**src/hdl/ecr_pkg.sv**
```systemverilog
package ecr_pkg;

   // ---------------------------------------------------------------
   // register map, byte addresses on the apb bus
   // ---------------------------------------------------------------
   localparam logic [7:0] ADDR_CMD      = 8'h00; // command code, write only
   localparam logic [7:0] ADDR_VOLUME   = 8'h04; // contrast volume and ratio
   localparam logic [7:0] ADDR_POWER    = 8'h08; // power circuit control
   localparam logic [7:0] ADDR_STATUS   = 8'h0c; // device state, read only
   localparam logic [7:0] ADDR_READBACK = 8'h10; // volume or ratio readback value

   // ---------------------------------------------------------------
   // field layout
   // ---------------------------------------------------------------
   localparam int VOL_W        = 6;  // contrast volume width
   localparam int RATIO_W      = 3;  // built-in resistor ratio width
   localparam int EEP_W        = VOL_W + RATIO_W; // stored word width
   localparam int CMD_W        = 4;  // command code width
   localparam int PWR_SRC_POS  = 4;  // resistor_source_bit position
   localparam int ST_OSC_POS   = 0;  // oscillator running
   localparam int ST_MODE_POS  = 1;  // eeprom control mode active
   localparam int ST_BUSY_POS  = 2;  // eeprom_access_busy_bit
   localparam int ST_TEST_POS  = 3;  // factory test state
   localparam int ST_SEL_POS   = 4;  // readback source, 0 volume 1 ratio

   // ---------------------------------------------------------------
   // values after reset
   // ---------------------------------------------------------------
   localparam logic [VOL_W-1:0]   RST_VOLUME = 6'h00;
   localparam logic [RATIO_W-1:0] RST_RATIO  = 3'h0;
   localparam logic [7:0]         RST_POWER  = 8'h00;

   // ---------------------------------------------------------------
   // timing: osc runs at clk / OSC_DIV, counts in osc periods
   // ---------------------------------------------------------------
   localparam int         CLK_HZ      = 40_000_000;
   localparam int         OSC_HZ      = 20_000_000;
   localparam int         OSC_DIV     = CLK_HZ / OSC_HZ;
   localparam int         TMR_W       = 12;
   localparam logic [TMR_W-1:0] ENTER_OSC = 12'(5 * 4);    // mode entry
   localparam logic [TMR_W-1:0] WRITE_OSC = 12'(10 * 320); // memory write
   localparam logic [TMR_W-1:0] READ_OSC  = 12'(10 * 4);   // memory read

   // ---------------------------------------------------------------
   // command codes written to ADDR_CMD
   // ---------------------------------------------------------------
   typedef enum logic [CMD_W-1:0] {
      CMD_NOP        = 4'h0,
      CMD_OSC_ON     = 4'h1,
      CMD_OSC_OFF    = 4'h2,
      CMD_ENTER_WR   = 4'h3,
      CMD_ENTER_RD   = 4'h4,
      CMD_MEM_WRITE  = 4'h5,
      CMD_MEM_READ   = 4'h6,
      CMD_MODE_EXIT  = 4'h7,
      CMD_SEL_ONE    = 4'h8,
      CMD_SEL_TWO    = 4'h9
   } ecr_cmd_e;

   // ---------------------------------------------------------------
   // carriers
   // ---------------------------------------------------------------
   typedef struct packed {
      logic       psel;
      logic       penable;
      logic       pwrite;
      logic [7:0] paddr;
      logic [31:0] pwdata;
   } ecr_apb_req_s;

   typedef struct packed {
      logic             write_en;  // eeprom write in progress
      logic             read_en;   // eeprom read in progress
      logic [EEP_W-1:0] data;      // word to store
   } ecr_eep_s;

endpackage : ecr_pkg

```
**src/hdl/ecr_eeprom_ctrl.sv**
```systemverilog
// Added by the designer: the register offsets and register access over APB.
`timescale 1ns/1ps
// eeprom store / restore control with apb register access
module ecr_eeprom_ctrl #(
   parameter logic [ecr_pkg::TMR_W-1:0] WRITE_OSC_P = ecr_pkg::WRITE_OSC
) (
   input  wire logic                  clk_in,
   input  wire logic                  reset_in,
   input  wire ecr_pkg::ecr_apb_req_s apb_in,
   output logic                       pready_out,
   output logic [31:0]                prdata_out,
   output logic                       pslverr_out,
   output ecr_pkg::ecr_eep_s          eep_out,
   input  wire logic [ecr_pkg::EEP_W-1:0] eep_data_in,
   output logic                       v1_from_eeprom_out
);
   import ecr_pkg::*;

   typedef enum {ST_IDLE, ST_ENTER, ST_MODE, ST_WRITE, ST_READ} ecr_state_e;

   // ------------------------------------------------------------
   // state
   // ------------------------------------------------------------
   ecr_state_e         state, next_state;       // eeprom sequencer
   logic               mode_rd, next_mode_rd;   // mode entered for read
   logic               osc_on, next_osc_on;     // oscillator running
   logic               test_st, next_test_st;   // factory test state
   logic               sel_two, next_sel_two;   // readback source
   logic [VOL_W-1:0]   volume, next_volume;     // contrast volume
   logic [RATIO_W-1:0] ratio, next_ratio;       // resistor ratio
   logic [7:0]         power, next_power;       // power circuit control
   logic [EEP_W-1:0]   rd_word, next_rd_word;   // word read from eeprom
   logic               rd_valid, next_rd_valid; // rd_word holds data
   ecr_eep_s           next_eep;                // eeprom pin values
   logic [31:0]        next_prdata;
   logic               next_pslverr;
   logic [EEP_W-1:0]   eep_meta, eep_sync;      // input synchroniser
   logic               tmr_start;               // timer reload
   logic [TMR_W-1:0]   tmr_load;                // osc periods to wait
   logic               tmr_done;                // operation finished
   logic               wr_acc, rd_acc;          // apb access phase
   logic               cmd_hit;                 // command written
   logic               ack_wait, next_ack_wait; // ready cycle of access
   logic               acc_first;               // first access cycle
   ecr_cmd_e           cmd;
   logic               busy;                    // eeprom_access_busy_bit

   // ------------------------------------------------------------
   // helpers
   // ------------------------------------------------------------
   function automatic logic addr_is(input logic [7:0] a,
                                    input logic [7:0] b);
      return a == b;
   endfunction : addr_is

   function automatic logic [31:0] pad(input logic [EEP_W-1:0] v);
      return {{(32-EEP_W){1'b0}}, v};
   endfunction : pad

   // ------------------------------------------------------------
   // processing timer
   // ------------------------------------------------------------
   ecr_timer u_timer (
      .clk_in     (clk_in),
      .reset_in   (reset_in),
      .osc_run_in (osc_on),
      .start_in   (tmr_start),
      .load_in    (tmr_load),
      .done_out   (tmr_done)
   );

   // ------------------------------------------------------------
   // apb decode, one wait state so read data come from flops
   // ------------------------------------------------------------
   assign pready_out = ack_wait;                   // ready in 2nd cycle
   assign acc_first  = apb_in.psel && apb_in.penable && !ack_wait;
   assign wr_acc  = apb_in.psel && apb_in.penable && apb_in.pwrite
                    && ack_wait;                   // lands at ready edge
   assign rd_acc  = acc_first && !apb_in.pwrite;   // data ready next cycle
   assign cmd_hit = wr_acc && addr_is(apb_in.paddr, ADDR_CMD);
   assign cmd     = ecr_cmd_e'(apb_in.pwdata[CMD_W-1:0]);
   assign busy    = (state == ST_ENTER) || (state == ST_WRITE)
                    || (state == ST_READ);
   assign v1_from_eeprom_out = !power[PWR_SRC_POS];

   // ------------------------------------------------------------
   // next values of the whole block
   // ------------------------------------------------------------
   always_comb begin
      next_state    = state;
      next_mode_rd  = mode_rd;
      next_osc_on   = osc_on;
      next_test_st  = test_st;
      next_sel_two  = sel_two;
      next_volume   = volume;
      next_ratio    = ratio;
      next_power    = power;
      next_rd_word  = rd_word;
      next_rd_valid = rd_valid;
      next_eep      = eep_out;
      next_prdata   = prdata_out;
      next_pslverr  = 1'b0;
      next_ack_wait = acc_first;
      tmr_start     = 1'b0;
      tmr_load      = ENTER_OSC;

      // operation finished: busy drops
      if (tmr_done) begin
         if (state == ST_READ) begin
            next_rd_word  = eep_sync;
            next_rd_valid = 1'b1;
         end
         next_eep.write_en = 1'b0;
         next_eep.read_en  = 1'b0;
         next_state        = ST_MODE;
      end

      // register writes
      if (wr_acc) begin
         if (addr_is(apb_in.paddr, ADDR_VOLUME)) begin
            // volume set, refused while eeprom busy
            if (!busy) begin
               next_volume = apb_in.pwdata[VOL_W-1:0];
               next_ratio  = apb_in.pwdata[EEP_W-1:VOL_W];
            end
         end else if (addr_is(apb_in.paddr, ADDR_POWER)) begin
            next_power = apb_in.pwdata[7:0];
         end
      end

      // write error, registered ahead of the ready edge
      if (acc_first && apb_in.pwrite) begin
         next_pslverr = !(addr_is(apb_in.paddr, ADDR_CMD)
                          || addr_is(apb_in.paddr, ADDR_VOLUME)
                          || addr_is(apb_in.paddr, ADDR_POWER));
      end

      // commands; all ignored while eeprom busy
      if (cmd_hit && !busy) begin
         case (cmd)
            CMD_NOP: begin
               next_test_st = 1'b0;
            end
            CMD_OSC_ON: begin
               next_osc_on = 1'b1;
            end
            CMD_OSC_OFF: begin
               next_osc_on = 1'b0;
            end
            CMD_ENTER_WR, CMD_ENTER_RD: begin
               if (state == ST_IDLE) begin
                  next_state    = ST_ENTER;
                  next_mode_rd  = (cmd == CMD_ENTER_RD);
                  next_rd_valid = 1'b0;
                  tmr_start     = 1'b1;
                  tmr_load      = ENTER_OSC;
               end
            end
            CMD_MEM_WRITE: begin
               if (state == ST_MODE && !mode_rd) begin
                  next_state        = ST_WRITE;
                  next_eep.data     = {ratio, volume};
                  next_eep.write_en = 1'b1;
                  tmr_start         = 1'b1;
                  tmr_load          = WRITE_OSC_P;
               end
            end
            CMD_MEM_READ: begin
               if (state == ST_MODE && mode_rd) begin
                  next_state       = ST_READ;
                  next_eep.read_en = 1'b1;
                  tmr_start        = 1'b1;
                  tmr_load         = READ_OSC;
               end
            end
            CMD_MODE_EXIT: begin
               if (state == ST_MODE) begin
                  next_state = ST_IDLE;
                  if (mode_rd && rd_valid) begin
                     next_volume = rd_word[VOL_W-1:0];
                     next_ratio  = rd_word[EEP_W-1:VOL_W];
                  end
               end
            end
            CMD_SEL_ONE: begin
               next_sel_two = 1'b0;
            end
            CMD_SEL_TWO: begin
               next_sel_two = 1'b1;
            end
            default: begin
            end
         endcase
      end

      // register reads
      if (rd_acc) begin
         if (addr_is(apb_in.paddr, ADDR_VOLUME)) begin
            next_prdata = pad({ratio, volume});
         end else if (addr_is(apb_in.paddr, ADDR_POWER)) begin
            next_prdata = {24'h000000, power};
         end else if (addr_is(apb_in.paddr, ADDR_STATUS)) begin
            next_prdata = '0;
            next_prdata[ST_OSC_POS]  = osc_on;
            next_prdata[ST_MODE_POS] = (state != ST_IDLE);
            next_prdata[ST_BUSY_POS] = busy;
            next_prdata[ST_TEST_POS] = test_st;
            next_prdata[ST_SEL_POS]  = sel_two;
         end else if (addr_is(apb_in.paddr, ADDR_READBACK)) begin
            next_prdata = sel_two ? pad({6'h00, ratio})
                                  : pad({3'h0, volume});
         end else if (addr_is(apb_in.paddr, ADDR_CMD)) begin
            next_prdata = '0;
         end else begin
            next_prdata  = '0;
            next_pslverr = 1'b1;                       // unmapped
         end
      end
   end

   // ------------------------------------------------------------
   // registers
   // ------------------------------------------------------------
   always_ff @(posedge clk_in) begin
      // eeprom data pins, two flops before use
      eep_meta <= eep_data_in;
      eep_sync <= eep_meta;
      if (reset_in) begin
         state       <= ST_IDLE;
         mode_rd     <= 1'b0;
         osc_on      <= 1'b0;
         test_st     <= 1'b1;
         sel_two     <= 1'b0;
         volume      <= RST_VOLUME;
         ratio       <= RST_RATIO;
         power       <= RST_POWER;
         rd_word     <= '0;
         rd_valid    <= 1'b0;
         eep_out     <= '0;
         prdata_out  <= '0;
         pslverr_out <= 1'b0;
         ack_wait    <= 1'b0;
      end else begin
         state       <= next_state;
         mode_rd     <= next_mode_rd;
         osc_on      <= next_osc_on;
         test_st     <= next_test_st;
         sel_two     <= next_sel_two;
         volume      <= next_volume;
         ratio       <= next_ratio;
         power       <= next_power;
         rd_word     <= next_rd_word;
         rd_valid    <= next_rd_valid;
         eep_out     <= next_eep;
         prdata_out  <= next_prdata;
         pslverr_out <= next_pslverr;
         ack_wait    <= next_ack_wait;
      end
   end

endmodule : ecr_eeprom_ctrl

```
**src/hdl/ecr_timer.sv**
```systemverilog
`timescale 1ns/1ps
// osc period divider and countdown for eeprom processing times
module ecr_timer (
   input  wire logic                    clk_in,
   input  wire logic                    reset_in,
   input  wire logic                    osc_run_in,
   input  wire logic                    start_in,
   input  wire logic [ecr_pkg::TMR_W-1:0] load_in,
   output logic                         done_out
);
   import ecr_pkg::*;

   logic [3:0]       div;        // clk to osc tick divider
   logic [3:0]       next_div;
   logic [TMR_W-1:0] count;      // osc periods left
   logic [TMR_W-1:0] next_count;
   logic             next_done;
   logic             osc_tick;   // one-cycle osc period enable

   // ------------------------------------------------------------
   // next values
   // ------------------------------------------------------------
   always_comb begin
      osc_tick   = osc_run_in && (div == 4'(OSC_DIV - 1));
      next_div   = osc_run_in && !osc_tick ? div + 4'h1 : 4'h0;
      next_count = count;
      next_done  = 1'b0;
      if (start_in) begin                       // reload on start
         next_count = load_in;
         next_div   = 4'h0;
      end else if (osc_tick && count != '0) begin
         next_count = count - 1'b1;
         next_done  = (count == 12'h001);
      end
   end

   // ------------------------------------------------------------
   // registers
   // ------------------------------------------------------------
   always_ff @(posedge clk_in) begin
      if (reset_in) begin
         div      <= 4'h0;
         count    <= '0;
         done_out <= 1'b0;
      end else begin
         div      <= next_div;
         count    <= next_count;
         done_out <= next_done;
      end
   end

endmodule : ecr_timer

```
**config.mk**
```make
export PLATFORM = sky130hd
export DESIGN_NAME = ecr_eeprom_ctrl
export DESIGN_NICKNAME = d
export VERILOG_FILES = /design/src/hdl/ecr_pkg.sv /design/src/hdl/ecr_eeprom_ctrl.sv /design/src/hdl/ecr_timer.sv
export SDC_FILE = /design/constraint.sdc
export NUM_CORES = 1
export LEC_CHECK = 0
export ABC_CLOCK_PERIOD_IN_PS = 3400
export BUFFER_PORTS_ARGS = -buffer_cell sky130_fd_sc_hd__buf_2
export CORE_MARGIN = 5
export CORE_UTILIZATION = 55
export CTS_CLUSTER_DIAMETER = 100
export DETAILED_ROUTE_END_ITERATION = 8
export GPL_TIMING_DRIVEN = 0
export PLACE_DENSITY = 0.87
export SYNTH_ARGS = -nofsm -noshare
export SYNTH_HDL_FRONTEND = slang
export SYNTH_SLANG_ARGS = --single-unit
```
**constraint.sdc**
```tcl
create_clock -name clk_in -period 3.4 [get_ports clk_in]
set_input_delay 0.51 -clock clk_in [delete_from_list [all_inputs] [get_ports clk_in]]
set_output_delay 0.51 -clock clk_in [all_outputs]
set_load 0.03 [all_outputs]
```
==> results of run 1 <==
==> per-stage QoR <==
step,cells,hold slack [ns]
finish,754,0.0851
global route,754,0.0661
CTS,754,0.0718
detailed placement,722,0.313
global placement,722,0.310
floorplan,559,0.310
==> worst paths after layout <==
| path | endpoint | slack, ns | cells after the start |
|---|---|---|---|
| worst min-delay path | eep_meta[8] | 0.09 | 1 |
| worst max-delay path | u_timer.count[11] | 0.88 | 7 |
| worst max register to register | u_timer.count[11] | 0.88 | 7 |
| worst min register to register | eep_sync[5] | 0.33 | 0 |
==> cells in the final DEF, fill, tap and decap left out, drive strengths merged, types with 6 or more instances in the layout <==
cell type,count
dfxtp,120
buf,82
nor2,46
clkbuf,39
and2,35
mux2i,28
a21oi,28
nand2,23
conb,23
inv,23
nor3,21
o21ai,17
nand3,16
nor4,14
nand4,12
nor2b,10
o2bb2ai,9
or4,8
a221oi,6
==> cell usage after synthesis (3+ instances only) <==
| master | number | area [sq um] |
|---|---|---|
| dfxtp_1 | 120 | 2400 |
| nor2_1 | 45 | 169 |
| and2_1 | 34 | 213 |
| mux2i_1 | 28 | 280 |
| a21oi_1 | 27 | 135 |
| buf_4 | 24 | 180 |
| nand2_1 | 23 | 86.3 |
| clkbuf_1 | 21 | 78.8 |
| nor3_1 | 21 | 105 |
| o21ai_0 | 17 | 85.1 |
| nand3_1 | 16 | 80.1 |
| inv_1 | 14 | 52.6 |
| nand4_1 | 12 | 75.1 |
| nor4_1 | 11 | 68.8 |
| nor2b_1 | 10 | 62.6 |
| o2bb2ai_1 | 9 | 78.8 |
| or4_1 | 7 | 52.6 |
| a221oi_1 | 6 | 52.6 |
| mux2_2 | 5 | 56.3 |
| nand2b_1 | 5 | 31.3 |
| xor2_1 | 5 | 43.8 |
| a21boi_0 | 4 | 30.0 |
| buf_2 | 4 | 20.0 |
| ha_1 | 4 | 50.1 |
| o21a_1 | 4 | 30.0 |
| xnor2_1 | 4 | 35.0 |
| and4_1 | 3 | 26.3 |
| nor3b_1 | 3 | 22.5 |
| nor4b_1 | 3 | 26.3 |
| or3_1 | 3 | 18.8 |
==> cells by family after synthesis <==
kind of cell               after synthesis
other                                    1
adders and majority gates                4
and+or+nand+nor                        212
xor gates and xnor gates                 9
muxes                                   33
buffers and inverters                   66
AOI/OAI and AO/OA                       92
DFF                                    120
==> power groups by stage <==
stage	combinational, uW	sequential [uW]	clock (uW)
finish	170	1430	1720
global route	182	1430	1800
CTS	166	1430	1730
detailed placement	165	1460	0
global placement	163	1460	0
floorplan	109	1470	0
==> layout make-up <==
| class | count | share of cell area |
|---|---|---|
| inverters | 14 | 0.00859 |
| clock inverters | 15 | 0.0260 |
| flip-flops and latches | 120 | 0.393 |
| well taps | 111 | 0.0227 |
| multi-input cells | 373 | 0.390 |
| clock buffers | 17 | 0.0677 |
| plain buffers | 52 | 0.0501 |
| repair buffers | 52 | 0.0425 |
==> flip-flops by register name, summed over array words and instances (netlist names), 6 cells and up <==
signal	count
eep_out	11
prdata_out	9
state	32
volume	6
eep_meta	9
rd_word	9
u_timer.count	12
eep_sync	9
power	8
==> worst reg2reg max path: cells and delay by family (launching register included) <==
kind | cells | cell delay (ns)
AOI/OAI and AO/OA | 1 | 0.19
buffers and inverters | 2 | 0.60
DFF | 1 | 0.31
and+or+nand+nor | 4 | 1.34
==> layer usage <==
metal / part of all wire / wire (um)
met4: 0.030 / 359
met1: 0.42 / 5030
met2: 0.46 / 5610
met3: 0.091 / 1100
met5: 0 / 0
==> reports/results.tsv, run 1 <==
metric	value	unit
status	completed	
synth_edf_count	0	
die-area	11200	sq um
grt_pass1_vias	4150	
synthArstFlopShare	0	
cp-start-kind	register	
cp.required	3.85	ns
grt.met2_usage	0.350	
crit_family	simple AND/OR/NAND/NOR gates	
cp_cell_sequence	nor4_1, nand4_1, clkbuf_1, nor4_4, buf_2, nand2_1, o22ai_1	
clk_pin_slew	0.06	ns
power_switching_share	0.252	
grt_max_degree	17	
hold_path_startpoint	eep_data_in[8]	
cts_resized	0	
grt_busiest_layer	met2	
synth_warnings	0	
tritoncts	done	
dpl-instance-area	5540	sq um
finalNetCount	688	
postLayoutCellArea	6120	sq um
cts-root-buf	clkbuf_8	
power_frac_comb	0.051	
num_antenna_cells	0	
internal_power	2480	uW
die_h	106	um
synth_top_family_by_area	simple AND/OR/NAND/NOR gates	
use_met1	0.267	
path_class	register to register	
power.leakage	0.00253	uW
post-place-ws	0.805	ns
synth-main-ff-cell	dfxtp_1	
synth_compound_area_frac	0.123	
avgSynthCellArea	9.43	sq um
crit_start	state[9]	
ant_nets	0	
start_util	0.556	
p_sw	837	uW
fin_crit_sh	0.740	
maxCapViolCount	0	
first_pass_iters	5	
layout-drive-gt1-share	0.207	
core_area	9110	sq um
hpwlAfterDp	8250	um
h-tree-depth	4	
grt_first_pass_wirelength	19500	um
routedWlPerCell	16.0	um
worst_pin_slew	1.05	ns
critPathCaptureType	register	
yosys.area_share.simple	0.239	
dr.first_iter.drc_count	348	
yosys.area_share.xor_xnor	0.0156	
insertion_delay	0.52	ns
nFillCells	696	
die_x	106	um
routabilityCongestion	0.902	
slew_violations	0	
synth_fa_ha_area_frac	0.00989	
final_hold_viol_count	0	
final_util	0.672	
seqCellArea	2400	sq um
r2r-start	state[9]	
seqPwrFrac	0.430	
grt-ovfl-total	0	
worst-path-buf-inv	2	
cp_max_fo	10	
rsz0062_at_grt	no	
drc	0	
synthCells	537	
grtUsageMet3	0.0565	
cp_slowest_cell	nor4_4	
clock_sinks	120	
setup_tns	0	ns
hold_buffers	0	
skew	0.00840	ns
worst_ep_arrival_time	2.96	ns
synth_area	5060	sq um
seq_area_frac_synth	0.475	
period_needed	2.52	ns
antenna_found_initial	0	
fin_ws	0.883	ns
peakVddDrop	0.420	mV
relSlewSlack	0.298	
via_per_inst	5.69	
power	3310	uW
drt-total-wl	12100	um
cts_buffers	17	
num_rows	35	
slowest_delay	0.68	ns
hold_path.class	input pin to register	
grt_usage	0.215	
io_buffers	52	
synth.distinct_cells	64	
post_cts_buffers	0	
num_io_pins	100	
max_freq	397	MHz
ys_ff_latch	120	
synth.area.mux_share	0.0665	
pwr_density_cell	542	nW/um^2
p_clk_frac	0.518	
syn_to_final_growth	20.8	%
finalSetupViolCount	0	
via_count	4289	
multi_input_area	2380	sq um
clock_path_buffers	2	
Power figures use the tool's default switching activity.
==> run 2: changes to the inputs <==
--- a/config.mk
+++ b/config.mk
@@ -5,14 +5,15 @@
 export SDC_FILE = /design/constraint.sdc
 export NUM_CORES = 1
 export LEC_CHECK = 0
-export ABC_CLOCK_PERIOD_IN_PS = 3400
+export ABC_AREA = 1
+export ABC_CLOCK_PERIOD_IN_PS = 2400
 export BUFFER_PORTS_ARGS = -buffer_cell sky130_fd_sc_hd__buf_2
 export CORE_MARGIN = 5
 export CORE_UTILIZATION = 55
 export CTS_CLUSTER_DIAMETER = 100
 export DETAILED_ROUTE_END_ITERATION = 8
 export GPL_TIMING_DRIVEN = 0
-export PLACE_DENSITY = 0.87
+export PLACE_DENSITY = 0.86
 export SYNTH_ARGS = -nofsm -noshare
 export SYNTH_HDL_FRONTEND = slang
 export SYNTH_SLANG_ARGS = --single-unit
==> constraint.sdc (replaced) <==
create_clock -name clk_in -period 2.4 [get_ports clk_in]
set_input_delay 0.36 -clock clk_in [delete_from_list [all_inputs] [get_ports clk_in]]
set_output_delay 0.36 -clock clk_in [all_outputs]
set_load 0.03 [all_outputs]
==> reports/results.tsv, run 2 <==
metric	value	unit
status	completed	
relSlewSlack	0.228	
nFillCells	748	
cp.required	2.86	ns
hpwlAfterDp	8720	um
layout-drive-gt1-share	0.186	
routedWlPerCell	13.0	um
grt_usage	0.221	
first_pass_iters	5	
critPathCaptureType	register	
clk_pin_slew	0.06	ns
reg2reg_slack	0.46	ns
fin_ws	0.464	ns
synth_edf_count	0	
yosysTopAreaCellShare	0.456	
seq_area_frac_synth	0.456	
pwr_density_cell	744	nW/um^2
highest_layer	met4	
io_buffers	52	
clock_path_buffers	2	
path_class	register to register	
met2_length	6080	um
drc	0	
num_rows	35	
worst_pin_slew	1.15	ns
cts-root-buf	clkbuf_8	
finalSetupViolCount	0	
clock_sinks	120	
peakVddDrop	0.702	mV
die-area	11600	sq um
p_sw	1190	uW
period_needed	1.94	ns
die_h	108	um
synth_area	5270	sq um
final_hold_viol_count	0	
post-place-ws	0.309	ns
cp_slowest_cell	dfxtp_1	
post_cts_buffers	0	
maxCapViolCount	0	
postLayoutCellArea	6450	sq um
ant_nets	0	
skew	0.0115	ns
hold_ws	0.0771	ns
regMostFlops	state	
setup_tns	0	ns
synth_top_area_cell	dfxtp_1	
cp_common_cell	nand2_1	
grt_pass1_vias	4387	
final_common_cell	nand2_1	
internal_power	3610	uW
ys_ff_latch	120	
via_count	4768	
h-tree-depth	4	
slowest_delay	0.31	ns
hold_path.class	input pin to register	
max_freq	516	MHz
grt_max_degree	17	
power_frac_comb	0.047	
cp-start-kind	register	
synthCells	715	
rsz0062_at_grt	no	
synth.most_common_cell	nand2_1	
via_per_inst	4.97	
power.leakage	0.00298	uW
synth-main-ff-cell	dfxtp_1	
worst_ep_arrival_time	2.40	ns
power	4800	uW
fin_crit_sh	0.807	
cp_cell_sequence	nor2_1, nand2_1, nor2_2, nand2_1, inv_1, nand2_1, nand3_2, nor2_4, nand2_2, buf_6, nand4_1, nor2_1	
num_antenna_cells	0	
avgSynthCellArea	7.36	sq um
grt-ovfl-total	0	
tritoncts	done	
largest_register_ffs	32	
synth.distinct_cells	45	
dr.first_iter.drc_count	339	
synthTopCellsByArea	dfxtp_1, nand2_1, nor2_1	
finalNetCount	875	
synthTopCellsByCount	nand2_1, nor2_1, dfxtp_1, inv_1, o21ai_0	
num_io_pins	100	
dr_wl_met3	1080	um
final_cell_mix	nand2_1, nor2_1, dfxtp_1	
slew_violations	0	
die_x	108	um
drt-total-wl	12400	um
cp_max_fo	10	
syn_to_final_growth	22.6	%
p_clk_frac	0.533	
seqPwrFrac	0.421	
power_switching_share	0.249	
synthArstFlopShare	0	
top_regs	state x32, u_timer.count x12, eep_out x11	
antenna_found_initial	0	
cts_buffers	17	
grt_first_pass_wirelength	20300	um
insertion_delay	0.54	ns
start_util	0.567	
core_area	9280	sq um
wl_met1	5000	um
synth_warnings	0	
dpl-instance-area	5770	sq um
routabilityCongestion	0.874	
==> run 2: changes by cell type after synthesis, sizes merged, moves of 9 or more <==
cell     delta
nor4       -10
clkbuf     -11
nand2     +135
nand3      +13
nor2      +101
o2bb2ai     -9
mux2i      -28
inv        +66
and2       -34
nor3        -9
o21ai      +32
nor2b      -10
nand4      -10
==> run 2: power groups by stage <==
stage / registers [uW] / logic [uW] / clock network (uW)
finish: 2020 / 224 / 2560
global route: 2020 / 243 / 2700
CTS: 2020 / 219 / 2580
detailed placement: 2060 / 207 / 0
global placement: 2060 / 205 / 0
floorplan: 2070 / 141 / 0
==> run 2: cell type report <==
| type | instances | area, sq um | area share |
|---|---|---|---|
| clock inverters | 15 | 180 | 0.0279 |
| clock buffers | 17 | 414 | 0.0642 |
| multi-input cells | 491 | 2360 | 0.366 |
| plain buffers | 44 | 275 | 0.0427 |
| well taps | 129 | 161 | 0.0250 |
| flip-flops and latches | 120 | 2400 | 0.372 |
| inverters | 82 | 308 | 0.0477 |
| repair buffers | 61 | 350 | 0.0543 |
==> run 2: worst paths after layout <==
kind,cells after the start,to,startpoint
worst min-delay path,3,power[4],apb_in[4]
worst max-delay path,12,u_timer.div[2],state[28]
worst min register to register,0,eep_sync[2],eep_meta[2]
worst max register to register,12,u_timer.div[2],state[28]
==> run 2: cell families (layout without fill, tap and decap cells) <==
logic type / Yosys count / after routing / share of synthesized area
and+or+nand+nor: 357 / 357 / 0.305
buffers and inverters: 126 / 219 / 0.111
DFF: 120 / 120 / 0.456
AOI/OAI and AO/OA: 96 / 96 / 0.0996
xor gates and xnor gates: 11 / 11 / 0.0183
adders and majority gates: 4 / 4 / 0.00951
other: 1 / 23 / 0.000712
==> run 2: stage by stage <==
stage | std cells | utilization
5_1_grt | 959 | 0.695
4_1_cts | 959 | 0.695
2_1_floorplan | 737 | -
3_3_place_gp | 918 | 0.621
3_5_place_dp | 918 | 0.621
6_report | 959 | 0.695
==> run 2: repair_timing <==
item | CTS | global route
hold buffers | 9 | 0
gates resized for setup | 0 | 0
hold endpoints to repair | 9 | 0
==> run 2: worst max-delay path, delay by kind of cell (launching register included) <==
family / cells / cell delay, ns
flip-flops: 1 / 0.31
buffers and inverters: 2 / 0.28
AND/OR/NAND/NOR: 10 / 1.27
==> run 2: layer usage <==
metal | vias up | global-route usage
met1 | 2118 | 0.258
li1 | 2412 | -
met5 | - | 0
met4 | 0 | 0.0956
met2 | 207 | 0.373
met3 | 31 | 0.0690
